===== src/rtl/sdl_map.vh =====
// constants for the serial-loaded synthesizer divider loader
`ifndef SDL_MAP_VH
`define SDL_MAP_VH

// ----------------------------------------------------------------
// word lengths selecting the target register
// ----------------------------------------------------------------
`define SDL_CNT_W        6
`define SDL_CNT_NONE     6'h00
`define SDL_CNT_CFG      6'h08
`define SDL_CNT_REF      6'h10
`define SDL_CNT_SWL      6'h18
`define SDL_CNT_MAX      6'h3f
`define SDL_SR_W         24
`define SDL_DOUT_TAP     7

// ----------------------------------------------------------------
// field layouts
// ----------------------------------------------------------------
`define SDL_CFG_W        8
`define SDL_CFG_CASCADE  7
`define SDL_CFG_PIN_B    6
`define SDL_REF_W        13
`define SDL_REF_LSB      0
`define SDL_SEL_W        3
`define SDL_SEL_LSB      13
`define SDL_SWL_W        6
`define SDL_SWL_LSB      0
`define SDL_MAIN_W       16
`define SDL_MAIN_LSB     8
`define SDL_MAIN_SHIFT   6
`define SDL_TOT_W        22

// ----------------------------------------------------------------
// reset values
// ----------------------------------------------------------------
`define SDL_CFG_RST      8'h00
`define SDL_REF_RST      13'h0001
`define SDL_SEL_RST      3'h0
`define SDL_SWL_RST      6'h00
`define SDL_MAIN_RST     16'h0000
`define SDL_PIN_IDLE     4'h4

`endif


===== src/rtl/sdl_top.v =====
// serial-loaded configuration, reference and feedback divider registers
`timescale 1ns/1ps
`include "sdl_map.vh"

module sdl_top (
  input  wire                     i_ref_clk,
  input  wire                     i_rst_b,
  input  wire                     i_ser_clk,
  input  wire                     i_ser_data,
  input  wire                     i_transfer_strobe,
  input  wire                     i_reference_input,
  output wire                     o_data_out,
  output wire [`SDL_CFG_W-1:0]    o_config,
  output wire [`SDL_SEL_W-1:0]    o_refout_select,
  output wire [`SDL_REF_W-1:0]    o_ref_stage1,
  output wire [`SDL_REF_W-1:0]    o_ref_stage2,
  output wire [`SDL_REF_W-1:0]    o_ref_active,
  output wire [`SDL_SWL_W-1:0]    o_swallow,
  output wire [`SDL_MAIN_W-1:0]   o_main,
  output wire [`SDL_TOT_W-1:0]    o_total_feedback_divide,
  output wire                     o_compare_frequency,
  output wire                     o_pin_b_o,
  output wire                     o_pin_b_oe
);

  // ----------------------------------------------------------------
  // helper functions
  // ----------------------------------------------------------------

  // feedback divide from main and swallow values
  function [`SDL_TOT_W-1:0] sdl_total;
    input [`SDL_MAIN_W-1:0] main_v;
    input [`SDL_SWL_W-1:0]  swl_v;
    begin
      sdl_total = ({{(`SDL_TOT_W-`SDL_MAIN_W){1'b0}}, main_v} << `SDL_MAIN_SHIFT)
                + {{(`SDL_TOT_W-`SDL_SWL_W){1'b0}}, swl_v};
    end
  endfunction

  // a ratio of zero is loaded as one, so the active ratio never shows zero
  function [`SDL_REF_W-1:0] sdl_ratio;
    input [`SDL_REF_W-1:0] r;
    begin
      if (r == {`SDL_REF_W{1'b0}}) begin
        sdl_ratio = {{(`SDL_REF_W-1){1'b0}}, 1'b1};
      end else begin
        sdl_ratio = r;
      end
    end
  endfunction

  // ----------------------------------------------------------------
  // reset synchroniser
  // ----------------------------------------------------------------
  reg rst_meta_q;
  reg rst_sync_q;

  // assert at once, release two edges later
  always @(posedge i_ref_clk or negedge i_rst_b) begin
    if (!i_rst_b) begin
      rst_meta_q <= 1'b0;
      rst_sync_q <= 1'b0;
    end else begin
      rst_meta_q <= 1'b1;
      rst_sync_q <= rst_meta_q;
    end
  end

  wire rst_b = rst_sync_q;

  // ----------------------------------------------------------------
  // pin input synchronisers
  // ----------------------------------------------------------------
  reg [3:0] pin_meta_q;
  reg [3:0] pin_sync_q;
  reg [3:0] pin_last_q;

  // first stage feeds only the second stage
  // every stage resets to the idle pin levels: strobe high, the rest low;
  // a zero on the strobe bit would fake a commit edge straight after reset
  always @(posedge i_ref_clk or negedge rst_b) begin
    if (!rst_b) begin
      pin_meta_q <= `SDL_PIN_IDLE;
      pin_sync_q <= `SDL_PIN_IDLE;
      pin_last_q <= `SDL_PIN_IDLE;
    end else begin
      pin_meta_q <= {i_reference_input, i_transfer_strobe, i_ser_data, i_ser_clk};
      pin_sync_q <= pin_meta_q;
      pin_last_q <= pin_sync_q;
    end
  end

  wire sclk_s     = pin_sync_q[0];
  wire sdat_s     = pin_sync_q[1];
  wire strobe_s   = pin_sync_q[2];
  // edge detectors compare the settled level with the one a clock older
  wire sclk_rise  = sclk_s & ~pin_last_q[0];
  wire strb_rise  = strobe_s & ~pin_last_q[2];
  wire reference_input_rise = pin_sync_q[3] & ~pin_last_q[3];

  // ----------------------------------------------------------------
  // serial shift register and bit counter
  // ----------------------------------------------------------------
  reg [`SDL_SR_W-1:0]  shift_q;
  reg [`SDL_SR_W-1:0]  shift_d;
  reg [`SDL_CNT_W-1:0] count_q;
  reg [`SDL_CNT_W-1:0] count_d;
  reg                  dout_q;
  reg                  dout_d;

  // shift while strobe low
  // the count saturates so an overlong word is ignored, not wrapped
  // the bit leaving position seven is the chain output, eight shifts late
  always @* begin
    shift_d = shift_q;
    count_d = count_q;
    dout_d  = dout_q;
    if (strb_rise) begin
      count_d = `SDL_CNT_NONE;
    end else if (sclk_rise && !strobe_s) begin
      shift_d = {shift_q[`SDL_SR_W-2:0], sdat_s};
      dout_d  = shift_q[`SDL_DOUT_TAP];
      if (count_q != `SDL_CNT_MAX) begin
        count_d = count_q + {{(`SDL_CNT_W-1){1'b0}}, 1'b1};
      end
    end
  end

  always @(posedge i_ref_clk or negedge rst_b) begin
    if (!rst_b) begin
      shift_q <= {`SDL_SR_W{1'b0}};
      count_q <= `SDL_CNT_NONE;
      dout_q  <= 1'b0;
    end else begin
      shift_q <= shift_d;
      count_q <= count_d;
      dout_q  <= dout_d;
    end
  end

  // ----------------------------------------------------------------
  // commit decode
  // ----------------------------------------------------------------
  reg [`SDL_CFG_W-1:0] cfg_q;

  // chained device halves its count
  // the near device keeps the last word and passes the first one on
  wire                  cascade   = cfg_q[`SDL_CFG_CASCADE];
  wire [`SDL_CNT_W-1:0] eff_count = cascade ? {1'b0, count_q[`SDL_CNT_W-1:1]} : count_q;

  // copy strobe relies on serial clock held low, so count stays zero
  // a word of any other length is refused: its strobe edge only clears the count
  // limitation: in chain mode a word one bit longer also lands, since halving drops the low count bit
  wire commit_cfg  = strb_rise && (eff_count == `SDL_CNT_CFG);
  wire commit_ref  = strb_rise && (eff_count == `SDL_CNT_REF);
  wire commit_swl  = strb_rise && (eff_count == `SDL_CNT_SWL);
  wire commit_copy = strb_rise && (count_q == `SDL_CNT_NONE);

  // ----------------------------------------------------------------
  // configuration register
  // ----------------------------------------------------------------

  // own byte only
  // a config word also sets the chain mode, which applies from the next word on
  always @(posedge i_ref_clk or negedge rst_b) begin
    if (!rst_b) begin
      cfg_q <= `SDL_CFG_RST;
    end else if (commit_cfg) begin
      cfg_q <= shift_q[`SDL_CFG_W-1:0];
    end
  end

  // ----------------------------------------------------------------
  // reference register: double-buffered ratio, select loaded directly
  // ----------------------------------------------------------------
  reg [`SDL_SEL_W-1:0] sel_q;
  reg [`SDL_REF_W-1:0] ref1_q;
  reg [`SDL_REF_W-1:0] ref2_q;

  always @(posedge i_ref_clk or negedge rst_b) begin
    if (!rst_b) begin
      sel_q <= `SDL_SEL_RST;
    end else if (commit_ref) begin
      sel_q <= shift_q[`SDL_SEL_LSB+`SDL_SEL_W-1:`SDL_SEL_LSB];
    end
  end

  always @(posedge i_ref_clk or negedge rst_b) begin
    if (!rst_b) begin
      ref1_q <= `SDL_REF_RST;
    end else if (commit_ref) begin
      ref1_q <= shift_q[`SDL_REF_LSB+`SDL_REF_W-1:`SDL_REF_LSB];
    end
  end

  always @(posedge i_ref_clk or negedge rst_b) begin
    if (!rst_b) begin
      ref2_q <= `SDL_REF_RST;
    end else if (commit_copy) begin
      ref2_q <= ref1_q;
    end
  end

  // ----------------------------------------------------------------
  // swallow and main registers
  // ----------------------------------------------------------------
  reg [`SDL_SWL_W-1:0]  swl_q;
  reg [`SDL_MAIN_W-1:0] main_q;

  // only the feedback word writes these
  always @(posedge i_ref_clk or negedge rst_b) begin
    if (!rst_b) begin
      swl_q  <= `SDL_SWL_RST;
      main_q <= `SDL_MAIN_RST;
    end else if (commit_swl) begin
      swl_q  <= shift_q[`SDL_SWL_LSB+`SDL_SWL_W-1:`SDL_SWL_LSB];
      main_q <= shift_q[`SDL_MAIN_LSB+`SDL_MAIN_W-1:`SDL_MAIN_LSB];
    end
  end

  // main times 64 plus swallow
  // registered to keep the sum off the commit path; it lags by one clock
  reg [`SDL_TOT_W-1:0] total_q;

  always @(posedge i_ref_clk or negedge rst_b) begin
    if (!rst_b) begin
      total_q <= {`SDL_TOT_W{1'b0}};
    end else begin
      total_q <= sdl_total(main_q, swl_q);
    end
  end

  // ----------------------------------------------------------------
  // reference counter
  // ----------------------------------------------------------------
  reg [`SDL_REF_W-1:0] act_q;
  reg [`SDL_REF_W-1:0] rcnt_q;
  reg                  cmp_q;

  // reload only at terminal count
  // a stage-two change mid-cycle waits here, so the period never tears
  // ratio is reference input over compare frequency
  // the terminal test uses <= 1 so a ratio of one pulses on every rise
  always @(posedge i_ref_clk or negedge rst_b) begin
    if (!rst_b) begin
      act_q  <= `SDL_REF_RST;
      rcnt_q <= `SDL_REF_RST;
      cmp_q  <= 1'b0;
    end else begin
      cmp_q <= 1'b0;
      if (reference_input_rise) begin
        if (rcnt_q <= {{(`SDL_REF_W-1){1'b0}}, 1'b1}) begin
          act_q  <= sdl_ratio(ref2_q);
          rcnt_q <= sdl_ratio(ref2_q);
          cmp_q  <= 1'b1;
        end else begin
          rcnt_q <= rcnt_q - {{(`SDL_REF_W-1){1'b0}}, 1'b1};
        end
      end
    end
  end

  // ----------------------------------------------------------------
  // open-drain pin b
  // ----------------------------------------------------------------
  reg pin_b_q;

  // standby switch drive
  // pulls low while the bit is set; the pin has no high drive at all
  // registered so the pin never glitches while a config word is committed
  always @(posedge i_ref_clk or negedge rst_b) begin
    if (!rst_b) begin
      pin_b_q <= 1'b0;
    end else begin
      pin_b_q <= cfg_q[`SDL_CFG_PIN_B];
    end
  end

  // ----------------------------------------------------------------
  // outputs
  // ----------------------------------------------------------------
  assign o_data_out              = dout_q;
  assign o_config                = cfg_q;
  assign o_refout_select         = sel_q;
  assign o_ref_stage1            = ref1_q;
  assign o_ref_stage2            = ref2_q;
  assign o_ref_active            = act_q;
  assign o_swallow               = swl_q;
  assign o_main                  = main_q;
  assign o_total_feedback_divide = total_q;
  assign o_compare_frequency     = cmp_q;
  assign o_pin_b_o               = 1'b0;
  assign o_pin_b_oe              = pin_b_q;

endmodule // sdl_top


===== config.mk =====
export PLATFORM = sky130hd
export DESIGN_NAME = sdl_top
export DESIGN_NICKNAME = d
export VERILOG_FILES = /design/src/rtl/sdl_top.v
export VERILOG_INCLUDE_DIRS = /design/src /design/src/rtl
export SDC_FILE = /design/constraint.sdc
export NUM_CORES = 1
export LEC_CHECK = 0
export BUFFER_PORTS_ARGS = -buffer_cell sky130_fd_sc_hd__buf_2
export CORE_MARGIN = 8
export CORE_UTILIZATION = 25
export CTS_BUF_LIST = sky130_fd_sc_hd__clkbuf_4
export DETAILED_ROUTE_END_ITERATION = 7
export GPL_TIMING_DRIVEN = 1
export PLACE_DENSITY = 0.48
export SLEW_MARGIN = 25
export SYNTH_ARGS = -nofsm -noshare
export SYNTH_HDL_FRONTEND = slang
export SYNTH_SLANG_ARGS = --single-unit

===== constraint.sdc =====
create_clock -name i_ref_clk -period 9.6 [get_ports i_ref_clk]
set_clock_uncertainty 0.1 [all_clocks]
set_input_delay 0.96 -clock i_ref_clk [delete_from_list [all_inputs] [get_ports i_ref_clk]]
set_output_delay 0.96 -clock i_ref_clk [all_outputs]
set_load 0.01 [all_outputs]

## After elaboration in Yosys (flattened, before gate mapping)

Index checks and enable logic that the tools add are counted.
W data, S select, Z words.

- $add $sub $neg: 3
- Reduce and logical (&&, ||, !) cells: 13
- Equality and inequality tests: 4
- Divide/modulo/power cells: 0
- Muxes and demuxes: 8
- Bitwise logic cells: 7
- Shifts and indexed selects: 0
- $mul: 0
- $lt $le $gt $ge: 1

Operator list:

| operator | count |
|---|---|
| $mux W13 | 2 |
| $mux W6 | 4 |
| $add A22 B6 Y22 | 1 |
| $le A13 B1 Y1 const B | 1 |
| $logic_not A13 Y1 | 1 |
| $sub A13 B1 Y13 const B | 1 |
| $eq A6 B5 Y1 const B | 2 |
| $add A6 B1 Y6 const B | 1 |
| $eq A6 B4 Y1 const B | 1 |
| $logic_not A6 Y1 | 1 |
| $ne A6 B6 Y1 const B | 1 |
| $reduce_and A2 Y1 | 3 |
| $logic_and A1 B1 Y1 | 5 |
| $not A1 Y1 | 4 |
| $reduce_bool A2 Y1 | 2 |
| $and A1 B1 Y1 | 3 |
| $mux W1 | 2 |
| $logic_not A1 Y1 | 1 |

- Memories: 0
- Bits in latches: 0
- Output and inout port bits: 98
- Bits of input ports: 6
- Register bits: 154
- ROM bits: 0
- RAM bits: 0

## Logic depth before layout (Yosys ltp)

- Depth after elaboration: 5
- Mapped depth: 8

## Worst setup path after synthesis

Ideal clock, no wire load.

- Path kind: register to register
- Start point: register rcnt_q[9]
- End point: register act_q[10] (netlist: o_ref_active[10])
- Data required time: 9372 ps
- Slack: 7267 ps
- Stages on the path, launching flop included: 6
- Buffers on the path: 1
- Period minus slack after synthesis: 2333 ps
- Arrival time: 2106 ps
- Cells stage by stage: dfrtp_1 or4_1 or4_4 nor2_4 buf_6 mux2_1

- Longest elaborated chain between the ends: 2

Ends and longest elaborated chain:

| element | line | text |
|---|---|---|
| from (decl) | sdl_top.v:237 | `` reg [`SDL_REF_W-1:0] rcnt_q; `` |
| from (signal assigned) | sdl_top.v:247 | `` rcnt_q <= `SDL_REF_RST; `` |
| from (signal assigned) | sdl_top.v:254 | `rcnt_q <= sdl_ratio(ref2_q);` |
| from (signal assigned) | sdl_top.v:257 | `` rcnt_q <= rcnt_q - {{(`SDL_REF_W-1){1'b0}}, 1'b1}; `` |
| $le A13 B1 Y1 | sdl_top.v:252 | `` if (rcnt_q <= {{(`SDL_REF_W-1){1'b0}}, 1'b1}) begin `` |
| $reduce_and A2 Y1 (no source line) | -- |  |
| to (signal assigned) | sdl_top.v:246 | `` act_q <= `SDL_REF_RST; `` |
| to (signal assigned) | sdl_top.v:253 | `act_q <= sdl_ratio(ref2_q);` |
| to (decl) | sdl_top.v:236 | `` reg [`SDL_REF_W-1:0] act_q; `` |

No other way between the ends.
A chain may end at the register's enable or synchronous reset.

## Worst setup path in the final report

- Start point: register rcnt_q[9]
- End point: register act_q[7] (netlist: o_ref_active[7])

The elaborated chain is that of the path after synthesis.

==> run_results.csv <==
group,metric,value,unit
power_and_ir_drop,ir_worst_vdd,0.0001233,V
sta,relSlewSlack,47.24,%
finish,layout.area.seq,3816,um^2
logic_synthesis,synth-edff-count,0,
worst_setup_path,critPathKind,"flip-flop to flip-flop",
worst_setup_path,cp.arrival,3020,ps
worst_setup_path,cp-end-kind,"flip-flop",
global_routing,grt_max_degree,56,
global_routing,grt_pass1_wl,21920,um
sta,setup_viol,0,
logic_synthesis,synth.net_count,411,
floorplan,rows,56,
logic_synthesis,synth_top_area_cell,"dfrtp_1",
worst_setup_path,cp_max_fo,20,
global_routing,grt_util_met2,15.61,%
global_routing,antenna_found_initial,0,
place,routabilityCongestion,0.7867,
flow_run,drv_cap,0,
clocking,clk_latency,550,ps
floorplan,initial_core_util,25.19,%
logic_synthesis,async_reset_ff_share,100.0,%
clocking,cts_tree,"built",
clocking,htreeDepth,4,
logic_synthesis,yosys.area.top_type_share,62.11,%
sta,period_needed,2693,ps
logic_synthesis,ys.warnings.count,0,
logic_synthesis,synth_cell_types,50,
sta,setup_ws,6907,ps
routing,drtIter0Drc,186,
logic_synthesis,synth_area_leaders,"dfrtp_1 (62%), mux2_2 (17%), dfstp_2 (3.1%)",
logic_synthesis,postSynthAreaPerCell,14.57,um^2
global_routing,busiest_layer,"met2",
finish,layout.nets,519,
logic_synthesis,synth.most_common_cell,"dfrtp_1",
sta,hold_slack,260.2,ps
floorplan,core,23190,um^2
clocking,clk_pin_slew,140,ps
worst_setup_path,worst-path-buf-inv,0,
sta,rsz0062_at_grt,"no",
global_routing,met3_usage,3.820,%
place,post-place-ws,6925,ps
power_and_ir_drop,total_power,1.350,mW
floorplan,die_area,28520,um^2
floorplan,die_h,168.9,um
routing,drcViolationCount,0,
sta,setup_tns,0,ps
logic_synthesis,ys_ff_latch,152,
clocking,cts.path.max_buffers,2,
place,port-buffer-count,102,
power_and_ir_drop,p_per_area,191.0,nW/um^2
worst_setup_path,path_delay_family,"simple AND/OR/NAND/NOR gates",
finish,final_layout_size_suffix_gt1_share,47.32,%
worst_setup_path,max_stage_delay,700,ps
power_and_ir_drop,leakage,3.647,nW
clocking,post-cts-setup-buffers,0,
sta,report.final.slew_viol_count,0,
floorplan,ios,104,
finish,fin_area,7068,um^2
worst_setup_path,cp_slowest_cell,"or4_4",
finish,final_util,30.48,%
logic_synthesis,syn-cell-area,5842,um^2
place,hpwl,9590,um
global_routing,track_usage,9.859,%
routing,vias,3598,
status,outcome,"complete, no violations",
place,dp_cells,808,
finish,fin_cells,841,
worst_setup_path,worstPathRequired,9930,ps
worst_setup_path,start_kind,"flip-flop",
logic_synthesis,synthTopCellsByCount,"dfrtp_1 (145), mux2_2 (87), inv_1 (14)",
global_routing,use_met1,12.21,%
clocking,cts_hold_buf,1,
global_routing,overflow,0,
clocking,cts_resized,0,
clocking,cts-root-buf,"clkbuf_4",
routing,firstDrtPassIters,4,
sta,hold_viol,0,
finish,syn_to_final_growth,20.99,%
routing,via_per_inst,4.278,
routing,wl,13400,um
finish,multi_input_area,1887,um^2
hold_path,hp-class,"flip-flop to asynchronous set/reset pin",
logic_synthesis,syn_inst,401,
finish,diodes,0,
clocking,numCtsBuffers,17,
global_routing,grt_pass1_vias,3860,
sta,max_freq,0.3713,GHz
logic_synthesis,synth_flop_cell,"dfrtp_1",
worst_setup_path,worstPathCellList,"or4_1 > or4_4 > nor2_4 > mux2_1",
logic_synthesis,synth-seq-area-share,65.26,%
clocking,cts_sinks,152,
place,dpl_cell_area,6700,um^2
finish,fill_cells,2386,
floorplan,fp.dieW,168.9,um
sta,period_share,28.05,%
routing,drt-wirelength-per-cell,15.93,um
sta,worst_pin_slew,784.8,ps
routing,postRouteAntennaNets,0,
[cells in the final DEF (no fill, tap or decap), types with 5 or more instances in the layout]
cell         n
mux2_2      87
clkbuf_4    18
inv_1       14
dfrtp_1    144
dfstp_2      7
buf_2      102
a21oi_1      6
a22oi_1      5
a2bb2oi_1    6
nand3_1      5
nor2_1       8
buf_4        5
nor3_1       9
bufinv_16    5
nand2_1      7
mux2_1       8
nor4_1       5
o21ai_0     12
[worst paths after layout]
path,endpoint,slack [ps],cells after the start,start
setup / recovery,o_ref_active[7],6910,4,rcnt_q[9]
hold / removal,pin_meta_q[0],260,0,rst_b
setup reg to reg,o_ref_active[7],6910,4,rcnt_q[9]
hold reg to reg,pin_meta_q[0],260,0,rst_b
max in group asynchronous,o_total_feedback_divide[21],7340,2,rst_b
min in group i_ref_clk,pin_sync_q[3],260,0,pin_meta_q[3]
[flip-flops by register name (all words and copies together), names as in the netlist]
register	count
o_pin_b_oe	1
o_ref_active	13
pin_meta_q	4
pin_last_q	3
o_compare_frequency	1
shift_q	24
rst_meta_q	1
o_swallow	6
o_main	16
o_ref_stage1	13
count_q	6
rst_b	1
o_total_feedback_divide	22
rcnt_q	13
pin_sync_q	4
o_refout_select	3
o_ref_stage2	13
o_config	8
[report_power, final]
group	leakage (nW)	internal, mW	switching [mW]
Combinational	1.42	0.0578	0.0597
Clock	0.183	0.239	0.240
Sequential	2.04	0.687	0.0663
[layout make-up]
type / instances / share of cell area, %
clock buffer: 18 / 1.912
clock inverter: 14 / 3.116
inverter: 14 / 0.7435
multi-input combinational: 216 / 26.69
sequential: 152 / 53.99
tap: 319 / 5.647
timing repair buffer: 108 / 7.895
[worst register-to-register path: stages, from the launching register on]
cell	delay (ps)
dfrtp_1	440
or4_1	610
or4_4	700
nor2_4	370
mux2_1	370
[layer usage]
| layer | wire [um] | vias up |
|---|---|---|
| li1 | - | 1640 |
| met1 | 6033 | 1856 |
| met2 | 6327 | 88 |
| met3 | 882 | 14 |
| met4 | 155 | 0 |
| met5 | 0 | - |
[kinds of logic after synthesis]
group / after synthesis / synth area share (%)
flops: 152 / 65.26
fa+ha+maj: 4 / 0.8567
simple gates: 63 / 6.511
other cells: 2 / 0.1286
buf+inv: 33 / 2.677
compound gates: 48 / 5.655
mux: 95 / 18.31
xor+xnor: 4 / 0.5998
(Power assumes the default switching activity.)
